File: config.mk
export PLATFORM = sky130hd
export DESIGN_NAME = bit_reversed_address_gen
export DESIGN_NICKNAME = d
export VERILOG_FILES = /design/src/inc/bitrev_pkg.sv /design/src/design/reverse_carry_adder.sv /design/src/design/bit_reversed_address_gen.sv
export SDC_FILE = /design/constraint.sdc
export NUM_CORES = 1
export LEC_CHECK = 0
export ABC_CLOCK_PERIOD_IN_PS = 7500
export BUFFER_PORTS_ARGS = -buffer_cell sky130_fd_sc_hd__buf_4
export CAP_MARGIN = 20
export CORE_UTILIZATION = 25
export DETAILED_ROUTE_END_ITERATION = 8
export PLACE_DENSITY_LB_ADDON = 0.1
export SETUP_SLACK_MARGIN = 0.05
export SLEW_MARGIN = 20
export SYNTH_ARGS = -nofsm -noshare
export SYNTH_HDL_FRONTEND = slang
export SYNTH_SLANG_ARGS = --single-unit
export TNS_END_PERCENT = 100
File: constraint.sdc
create_clock -name mclk_i -period 7.5 [get_ports mclk_i]
set_clock_uncertainty 0.2 [all_clocks]
set_input_delay 1.125 -clock mclk_i [delete_from_list [all_inputs] [get_ports mclk_i]]
set_output_delay 1.125 -clock mclk_i [all_outputs]
set_load 0.02 [all_outputs]
File: src/inc/bitrev_pkg.sv
/*
 * constants, types and register map of the bit-reversed address generator.
 * assumes one core clock and an execution unit on that clock that sends
 * one request per cycle to each of the write and read address generators.
 */
// Contract
// RQ1: bit-reversed addressing is on only when the pointer select is not 15, the reverse enable is set and the mode is pre- or post-increment indirect.
// RQ2: software places a 2^N byte bit-reversed buffer at a start address whose low N bits are zero.
// RQ3: the reverse control register holds a 15-bit reverse modifier in bits 14:0, usually half the buffer size.
// RQ4: bit-reversed addresses assume word data, so the modifier is scaled to bytes and address bit 0 is forced to zero.
// RQ5: other indirect modes and byte writes get normal addresses even while the mode is enabled.
// RQ6: while active, the modifier is added to the pointer and the normal increment is ignored.
// RQ7: with modulo and bit-reversed both on, bit-reversed wins in the write address generator and modulo is off there.
// RQ8: modulo correction keeps working in the read address generator.
// RQ9: software does not follow a reverse control write at once with an indirect read through the bit-reversed pointer.
// RQ10: software should not enable modulo and bit-reversed addressing together.
// RQ11: the modifier is treated as bit-order reversed while source and destination stay in normal order.
// RQ12: bit-reversed generation exists only in the write address generator, for data writes.
// RQ13: the modifier add is a reverse-carry add, carries running from the msb toward the lsb.
package bitrev_pkg;

    // ------------------------------------------------------------
    // register map
    // ------------------------------------------------------------
    localparam logic [2:0] MODCTL_OFS = 3'h0;
    localparam logic [2:0] REVCTL_OFS = 3'h1;
    localparam logic [2:0] MODSTART_OFS = 3'h2;
    localparam logic [2:0] MODEND_OFS = 3'h3;
    localparam logic [2:0] LASTEA_OFS = 3'h4;

    localparam int MOD_EN_BIT = 15;
    localparam int REV_EN_BIT = 15;
    localparam int REV_SEL_LSB = 8;
    localparam int MOD_SEL_LSB = 0;
    localparam int MODIFIER_MSB = 14;

    localparam logic [15:0] MODCTL_RST = 16'h0F0F;
    localparam logic [15:0] REVCTL_RST = 16'h0000;
    localparam logic [15:0] MODSTART_RST = 16'h0000;
    localparam logic [15:0] MODEND_RST = 16'hFFFF;
    localparam logic [3:0] STACK_SEL = 4'hF;
    localparam logic [15:0] WORD_STEP = 16'h0002;
    localparam logic [15:0] BYTE_STEP = 16'h0001;

    // ------------------------------------------------------------
    // types
    // ------------------------------------------------------------
    typedef enum logic [2:0] {
        MODE_IND,
        MODE_POST_DEC,
        MODE_POST_INC,
        MODE_PRE_DEC,
        MODE_PRE_INC
    } mode_t;

    typedef struct packed {
        logic valid;
        logic [3:0] ptr_sel;
        logic [15:0] ptr;
        mode_t mode;
        logic byte_size;
    } addr_req_t;

    typedef struct packed {
        logic valid;
        logic [15:0] eff_addr;
        logic wb_en;
        logic [15:0] wb_value;
    } addr_res_t;

endpackage : bitrev_pkg

File: src/design/reverse_carry_adder.sv
/*
 * reverse-carry adder for bit-reversed pointer updates.
 * assumes word data: bit 0 of the pointer is dropped, the modifier is
 * already scaled to bytes by the caller.
 */
module reverse_carry_adder (
    // operands
    input wire logic [15:0] ptr_i,
    input wire logic [15:0] modifier_i,
    // result
    output logic [15:0] sum_o
);

    logic [14:0] ptr_rev;
    logic [14:0] mod_rev;
    logic [14:0] sum_rev;

    // ------------------------------------------------------------
    // mirror, add, mirror back
    // ------------------------------------------------------------
    // mirroring lets a plain adder carry from msb toward lsb
    for (genvar i = 0; i < 15; i++) begin : g_mirror
        assign ptr_rev[i] = ptr_i[15 - i]; // RQ11
        assign mod_rev[i] = modifier_i[15 - i];
        assign sum_o[15 - i] = sum_rev[i];
    end

    assign sum_rev = ptr_rev + mod_rev; // RQ13
    assign sum_o[0] = 1'b0; // RQ4

endmodule : reverse_carry_adder

File: src/design/bit_reversed_address_gen.sv
/*
 * write address generator with bit-reversed and modulo addressing, read address
 * generator with modulo only, plus their control registers on a plain register port.
 * assumes requests come from execution logic on mclk_i; no synchronisers.
 */
module bit_reversed_address_gen (
    // clock and reset
    input wire logic mclk_i,
    input wire logic reset_n_i,
    // register port
    input wire logic [2:0] reg_addr_i,
    input wire logic [15:0] reg_wdata_i,
    input wire logic reg_wr_i,
    input wire logic reg_rd_i,
    output logic [15:0] reg_rdata_o,
    // write address generator
    input wire bitrev_pkg::addr_req_t wr_req_i,
    output bitrev_pkg::addr_res_t wr_res_o,
    output logic brev_active_o,
    // read address generator
    input wire bitrev_pkg::addr_req_t rd_req_i,
    output bitrev_pkg::addr_res_t rd_res_o
);

    logic [15:0] modulo_control_reg_r;
    logic [15:0] reverse_control_reg_r;
    logic [15:0] mod_start_r;
    logic [15:0] mod_end_r;
    logic [15:0] last_addr_r;
    logic [15:0] rc_sum;
    logic brev;
    bitrev_pkg::addr_res_t wr_nxt;
    bitrev_pkg::addr_res_t rd_nxt;

    // ------------------------------------------------------------
    // helper functions
    // ------------------------------------------------------------
    // modulo applies only to the pointer picked in the modulo select field
    function automatic logic modulo_hit(input bitrev_pkg::addr_req_t req, input logic [15:0] modctl);
        modulo_hit = modctl[bitrev_pkg::MOD_EN_BIT] && (req.ptr_sel == modctl[bitrev_pkg::MOD_SEL_LSB +: 4]);
    endfunction : modulo_hit

    // normal indirect step with optional modulo wrap of the moved pointer
    function automatic bitrev_pkg::addr_res_t normal_step(input bitrev_pkg::addr_req_t req, input logic mod_on,
                                                         input logic [15:0] lo, input logic [15:0] hi);
        logic [15:0] step;
        logic [15:0] len;
        logic [15:0] moved;
        bitrev_pkg::addr_res_t res;
        step = req.byte_size ? bitrev_pkg::BYTE_STEP : bitrev_pkg::WORD_STEP;
        len = hi - lo + bitrev_pkg::BYTE_STEP;
        moved = req.ptr;
        res.valid = req.valid;
        res.wb_en = 1'b1;
        if (req.mode == bitrev_pkg::MODE_PRE_INC || req.mode == bitrev_pkg::MODE_POST_INC) begin
            moved = req.ptr + step;
            if (mod_on && moved > hi) begin
                moved = moved - len;
            end
        end else if (req.mode == bitrev_pkg::MODE_PRE_DEC || req.mode == bitrev_pkg::MODE_POST_DEC) begin
            moved = req.ptr - step;
            if (mod_on && moved < lo) begin
                moved = moved + len;
            end
        end else begin
            res.wb_en = 1'b0;
        end
        res.wb_value = moved;
        res.eff_addr = (req.mode == bitrev_pkg::MODE_PRE_INC || req.mode == bitrev_pkg::MODE_PRE_DEC) ? moved : req.ptr;
        return res;
    endfunction : normal_step

    // ------------------------------------------------------------
    // bit-reversed path
    // ------------------------------------------------------------
    reverse_carry_adder u_rc_add (
        .ptr_i(wr_req_i.ptr),
        .modifier_i({reverse_control_reg_r[bitrev_pkg::MODIFIER_MSB:0], 1'b0}), // RQ4
        .sum_o(rc_sum)
    );

    // enable needs a non-stack pointer, the enable bit, an increment mode and word data
    assign brev = wr_req_i.valid
               && modulo_control_reg_r[bitrev_pkg::REV_SEL_LSB +: 4] != bitrev_pkg::STACK_SEL // RQ1
               && wr_req_i.ptr_sel == modulo_control_reg_r[bitrev_pkg::REV_SEL_LSB +: 4]
               && reverse_control_reg_r[bitrev_pkg::REV_EN_BIT] // RQ1
               && (wr_req_i.mode == bitrev_pkg::MODE_PRE_INC || wr_req_i.mode == bitrev_pkg::MODE_POST_INC) // RQ1
               && !wr_req_i.byte_size; // RQ5

    // write side: bit-reversed result overrides the normal and modulo path
    always_comb begin
        wr_nxt = normal_step(wr_req_i, modulo_hit(wr_req_i, modulo_control_reg_r), mod_start_r, mod_end_r);
        if (brev) begin // RQ7
            wr_nxt.wb_en = 1'b1;
            wr_nxt.wb_value = rc_sum; // RQ6
            wr_nxt.eff_addr = (wr_req_i.mode == bitrev_pkg::MODE_PRE_INC) ? rc_sum : {wr_req_i.ptr[15:1], 1'b0}; // RQ4
        end
    end

    // read side never reverses, but modulo still wraps here
    always_comb begin
        rd_nxt = normal_step(rd_req_i, modulo_hit(rd_req_i, modulo_control_reg_r), mod_start_r, mod_end_r); // RQ8 RQ12
    end

    // ------------------------------------------------------------
    // output registers
    // ------------------------------------------------------------
    // results leave one cycle after the request, straight from flops
    always_ff @(posedge mclk_i or negedge reset_n_i) begin
        if (!reset_n_i) begin
            wr_res_o <= '0;
            rd_res_o <= '0;
            brev_active_o <= 1'b0;
        end else begin
            wr_res_o <= wr_nxt;
            rd_res_o <= rd_nxt;
            brev_active_o <= brev;
        end
    end

    // last write address kept for software to inspect
    always_ff @(posedge mclk_i or negedge reset_n_i) begin
        if (!reset_n_i) begin
            last_addr_r <= '0;
        end else if (wr_nxt.valid) begin
            last_addr_r <= wr_nxt.eff_addr;
        end
    end

    // ------------------------------------------------------------
    // control registers
    // ------------------------------------------------------------
    // new control takes effect on the next request; no bypass, so the
    // request in the same cycle as a write still sees the old setting
    always_ff @(posedge mclk_i or negedge reset_n_i) begin
        if (!reset_n_i) begin
            modulo_control_reg_r <= bitrev_pkg::MODCTL_RST;
            reverse_control_reg_r <= bitrev_pkg::REVCTL_RST;
            mod_start_r <= bitrev_pkg::MODSTART_RST;
            mod_end_r <= bitrev_pkg::MODEND_RST;
        end else if (reg_wr_i) begin
            unique case (reg_addr_i)
                bitrev_pkg::MODCTL_OFS: modulo_control_reg_r <= reg_wdata_i;
                bitrev_pkg::REVCTL_OFS: reverse_control_reg_r <= reg_wdata_i; // RQ3 RQ9
                bitrev_pkg::MODSTART_OFS: mod_start_r <= reg_wdata_i;
                bitrev_pkg::MODEND_OFS: mod_end_r <= reg_wdata_i;
                default: ;
            endcase
        end
    end

    // read data stands only in the cycle after the strobe, zero otherwise
    always_ff @(posedge mclk_i or negedge reset_n_i) begin
        if (!reset_n_i) begin
            reg_rdata_o <= '0;
        end else if (reg_rd_i) begin
            unique case (reg_addr_i)
                bitrev_pkg::MODCTL_OFS: reg_rdata_o <= modulo_control_reg_r;
                bitrev_pkg::REVCTL_OFS: reg_rdata_o <= reverse_control_reg_r;
                bitrev_pkg::MODSTART_OFS: reg_rdata_o <= mod_start_r;
                bitrev_pkg::MODEND_OFS: reg_rdata_o <= mod_end_r;
                bitrev_pkg::LASTEA_OFS: reg_rdata_o <= last_addr_r;
                default: reg_rdata_o <= '0;
            endcase
        end else begin
            reg_rdata_o <= '0;
        end
    end

    // ------------------------------------------------------------
    // checks
    // ------------------------------------------------------------
    a_brev_gate: assert property (@(posedge mclk_i) disable iff (!reset_n_i) // RQ1
        brev_active_o |-> $past(reverse_control_reg_r[15]) && $past(modulo_control_reg_r[11:8]) != 4'hF)
        else $error("bit-reversed active without its enable conditions");

    a_modifier_hold: assert property (@(posedge mclk_i) disable iff (!reset_n_i) // RQ3
        reg_wr_i && reg_addr_i == bitrev_pkg::REVCTL_OFS |=> reverse_control_reg_r[14:0] == $past(reg_wdata_i[14:0]))
        else $error("reverse modifier not stored");

    a_word_lsb: assert property (@(posedge mclk_i) disable iff (!reset_n_i) // RQ4
        brev_active_o |-> !wr_res_o.eff_addr[0] && !wr_res_o.wb_value[0] && wr_res_o.wb_en)
        else $error("bit-reversed address has bit 0 set");

    a_byte_normal: assert property (@(posedge mclk_i) disable iff (!reset_n_i) // RQ5
        wr_req_i.valid && (wr_req_i.byte_size || wr_req_i.mode == bitrev_pkg::MODE_IND) |=> !brev_active_o)
        else $error("bit-reversed used for byte or non-increment access");

    a_post_addr: assert property (@(posedge mclk_i) disable iff (!reset_n_i) // RQ6
        brev && wr_req_i.mode == bitrev_pkg::MODE_POST_INC |=> wr_res_o.eff_addr == {$past(wr_req_i.ptr[15:1]), 1'b0})
        else $error("post-increment bit-reversed address wrong");

    a_brev_prio: assert property (@(posedge mclk_i) disable iff (!reset_n_i) // RQ7
        brev && modulo_control_reg_r[15] |=> wr_res_o.wb_value == $past(rc_sum))
        else $error("modulo not overridden by bit-reversed");

    a_read_modulo: assert property (@(posedge mclk_i) disable iff (!reset_n_i) // RQ8
        rd_req_i.valid && modulo_hit(rd_req_i, modulo_control_reg_r) && rd_req_i.mode == bitrev_pkg::MODE_POST_INC
        && mod_start_r <= rd_req_i.ptr && rd_req_i.ptr <= mod_end_r && mod_end_r < 16'hFFF0
        |=> rd_res_o.wb_value <= $past(mod_end_r) && rd_res_o.wb_value >= $past(mod_start_r))
        else $error("read modulo wrap missing");

    a_read_plain: assert property (@(posedge mclk_i) disable iff (!reset_n_i) // RQ12
        rd_req_i.valid && rd_req_i.mode == bitrev_pkg::MODE_PRE_INC && !rd_req_i.byte_size
        && !modulo_control_reg_r[15] |=> rd_res_o.eff_addr == $past(rd_req_i.ptr) + 16'h0002)
        else $error("read generator did not step normally");

    a_readback: assert property (@(posedge mclk_i) disable iff (!reset_n_i) // RQ3
        !reg_rd_i |=> reg_rdata_o == 16'h0000)
        else $error("read data outside the answer cycle");

endmodule : bit_reversed_address_gen

==> results.md <==
* First-pass GRT wire length at 81400 um
* Pwr/cell area at 366 mW/mm^2
* # fillers at 6071
* # H-tree levels at 4
* Fraction of layout cells with a size suffix above 1 at 19.0%
* Async SR Flop Fraction at 100%
* CTS Sinks at 165
* Crit Path Class: reg -> reg
* Root buffer cell: clkbuf_16
* Rows at 87
* Reg2reg setup slack at 1.42 ns
* Initial antenna violation count at 0
* Design Area, Final at 0.0172 sq mm
* Synth Area in Compound Gates at 19.7%
* Resized Gates After CTS at 0
* RD Place Congestion at 0.874
* CP Max Fanout at 5
* CTS tree: done
* DR pass1 iterations at 5
* Pin count of the biggest net entering global routing at 94
* Top_reg_cell synth: dfrtp_1
* Synth top area cells: dfrtp_1 (24%), ha_1 (15%), mux2_2 (5.7%)
* Avg Inst Size Synth at 8.83 sq um
* GRT Util Overall at 18.9%
* Sequential Area at 0.00416 sq mm
* Worst IR Drop VDD at 0.000213 V
* Chip Width at 243 um
* Pins Over Slew Limit at 0
* Mux cell area share after synthesis at 6.99%
* Max-cap violations at 0
* End-of-flow core utilization at 30.2%
* Seq/Total Area, Yosys at 28.7%
* Post-CTS Setup Inserts at 0
* Initial DRC count at 855
* Mapped Area at 0.0145 sq mm
* Worst setup EP type: flip-flop
* Synth warn at 0
* Post-synthesis cell type count at 83
* Wirelength per Cell at 21.9 um
* Final WL at 55400 um
* Max-slew headroom at 31.7%
* Number of port buffers at 157
* Final Hold Vio Count at 0
* IO Count at 158
* Initial Utilization at 25.5%
* Setup violators final at 0
* Final Cycle Share at 81.0%
* Final HPWL DP at 45000 um
* Tmin final at 6.08 ns
* Main combinational cell family by area after synthesis: compound AO/OA/AOI/OAI gates
* Worst skew pair latency at 0.49 ns
* Critical path startpoint category: flip-flop
* Total power at 6.27 mW
* Post-synthesis adder-cell area fraction at 16.1%
* Cells after synthesis at 1642
* Area share of the largest cell type after synthesis at 24.3%
* Worst-margin pin slew at 1.02 ns
* Die height at 243 um
* Average via count per standard cell at 4.93
* Status: finished clean
* Final TNS setup at 0 ns
* Flops & latches, synth at 165
* Post-Syn Nets at 1895
* Leakage power at 7.65 nW
* Area of the multi-input gates at 0.00969 sq mm
* CTS buffer count at 17
* Worst hold-check path type: reg -> reg
* Core ar. at 0.0568 sq mm
* Vias at 12500
* Area leader, netlist: dfrtp_1
* Required time worst endpoint at 7.68 ns
* Vias in the first global route at 12400
* XOR/XNOR Fraction of Synth Area at 8.75%
* Post-synth EDFFs at 0
* Max Fclk at 165 MHz
* Residual DRC count at 0
* Synth Area in Simple Gates at 15.2%
* RSZ-0062 raised after global routing: no
* Post-Place Cell Area at 0.0165 sq mm
* Worst EP arrival at 6.26 ns
* CTS Hold Bufs at 0
* CTS Buffer Depth at 2
* Area Overhead vs Synth at 18.3%
* Clk slew on worst S/H paths at 0.09 ns
* Final nets at 2017
* Die area at 0.0590 sq mm
* GRT overflow at 0
* Post-route ant nets at 0
==> metrics by stage <==
stage	std cells	hold WS [ns]	setup WS, ns
floorplan	1642	0.252	1.97
global placement	2500	0.292	0.943
detailed placement	2501	0.299	0.978
CTS	2533	0.319	1.41
global route	2533	0.336	1.03
finish	2535	0.315	1.42
==> layout by cell type, fill, tap and decap left out, drive strengths merged, types with 9 or more instances in the layout <==
master / instances
buf: 179
ha: 170
dfrtp: 141
nand2: 133
o21ai: 127
nor2: 103
inv: 101
a21oi: 94
xnor2: 87
mux2: 74
xor2: 57
a21o: 40
a22oi: 37
nor3: 32
nand3: 28
nand2b: 27
nor2b: 26
o22ai: 24
dfstp: 24
and2: 24
o21a: 19
mux2i: 18
nand4: 17
a211oi: 17
clkbuf: 17
o31ai: 12
or3: 11
and3: 10
fa: 10
clkinv: 10
o211ai: 9
o21bai: 9
==> sequential cells by signal, indices dropped and copies added (netlist names) <==
| signal | cells |
|---|---|
| last_addr_r | 16 |
| wr_res_o | 34 |
| modulo_control_reg_r | 16 |
| reverse_control_reg_r | 16 |
| mod_end_r | 16 |
| mod_start_r | 16 |
| brev_active_o | 1 |
| reg_rdata_o | 16 |
| rd_res_o | 34 |
==> final timing paths <==
| check | startpoint | to | depth (start not counted) |
|---|---|---|---|
| setup / recovery | mod_start_r[2]$_DFFE_PN0P_ | last_addr_r[13]$_DFFE_PN0P_ | 21 |
| hold / removal | modulo_control_reg_r[5]$_DFFE_PN0P_ | modulo_control_reg_r[5]$_DFFE_PN0P_ | 1 |
| setup reg to reg | mod_start_r[2]$_DFFE_PN0P_ | last_addr_r[13]$_DFFE_PN0P_ | 21 |
| hold reg to reg | modulo_control_reg_r[5]$_DFFE_PN0P_ | modulo_control_reg_r[5]$_DFFE_PN0P_ | 1 |
| max in group asynchronous | reset_n_i | wr_res_o[31]$_DFF_PN0_ | 2 |
| min in group asynchronous | reset_n_i | rd_res_o[1]$_DFF_PN0_ | 1 |
==> cells in the mapped netlist (4+ instances only) <==
library cell,count
ha_1,170
dfrtp_1,141
nand2_1,132
o21ai_0,124
nor2_1,103
a21oi_1,94
inv_1,94
xnor2_1,86
mux2_2,74
clkbuf_1,57
xor2_1,57
a21o_1,40
a22oi_1,37
nand2b_1,27
nand3_1,27
nor2b_1,26
nor3_1,26
dfstp_2,24
o22ai_1,24
and2_1,23
o21a_1,19
mux2i_1,18
a211oi_1,17
nand4_1,17
o31ai_1,12
or3_1,11
and3_1,10
fa_1,10
buf_2,9
o211ai_1,9
o21bai_1,9
buf_1,8
a31oi_1,6
nor4_1,6
o221ai_1,6
a21boi_0,5
or2_2,5
a221oi_1,4
a31o_2,4
nor3_2,4
nor3b_1,4
or4_1,4
==> where the power goes <==
group | internal [mW] | leakage, nW | total (mW) | switching (mW)
logic | 1.71 | 5.40 | 4.12 | 2.41
registers | 1.04 | 1.95 | 1.19 | 0.148
clock network | 0.464 | 0.306 | 0.958 | 0.494
total | 3.21 | 7.65 | 6.27 | 3.06
==> layout make-up <==
class / count / area share [%]
inverter: 96 / 2.10
sequential: 165 / 24.3
tap: 756 / 5.52
antenna: 2 / 0.0292
multi-input combinational: 1305 / 56.5
clock inverter: 15 / 1.26
clock buffer: 17 / 2.48
timing repair buffer: 179 / 7.86
==> critical path, cell delays in order, from the launching register on <==
cell and delay [ns]:
dfrtp_1 0.36, inv_1 0.24, ha_1 0.32, ha_1 0.30
a211oi_1 0.39, o21bai_1 0.14, a21oi_1 0.23, o21ai_0 0.12
a21oi_1 0.20, xnor2_1 0.29, inv_1 0.17, ha_1 0.39
a21o_1 0.21, nor4b_1 0.54, nor2_1 0.18, a221oi_1 0.43
xnor2_1 0.13, a211oi_1 0.49, a211oi_1 0.10, a21oi_1 0.14
o21ai_1 0.12, mux2_2 0.29
==> logic make-up after synthesis <==
logic type,count (synthesis)
compound gates,446
xor+xnor,144
fa+ha+maj,181
buf+inv,172
flops,165
mux,92
simple gates,442
==> per-layer routing <==
metal	wire length, um	vias to the layer above	global-route usage [%]
li1	-	6134	-
met1	26400	6111	25.7
met2	26600	218	31.4
met3	1820	29	3.23
met4	563	0	3.50
met5	0	-	0
Power figures use the tool's default switching activity.
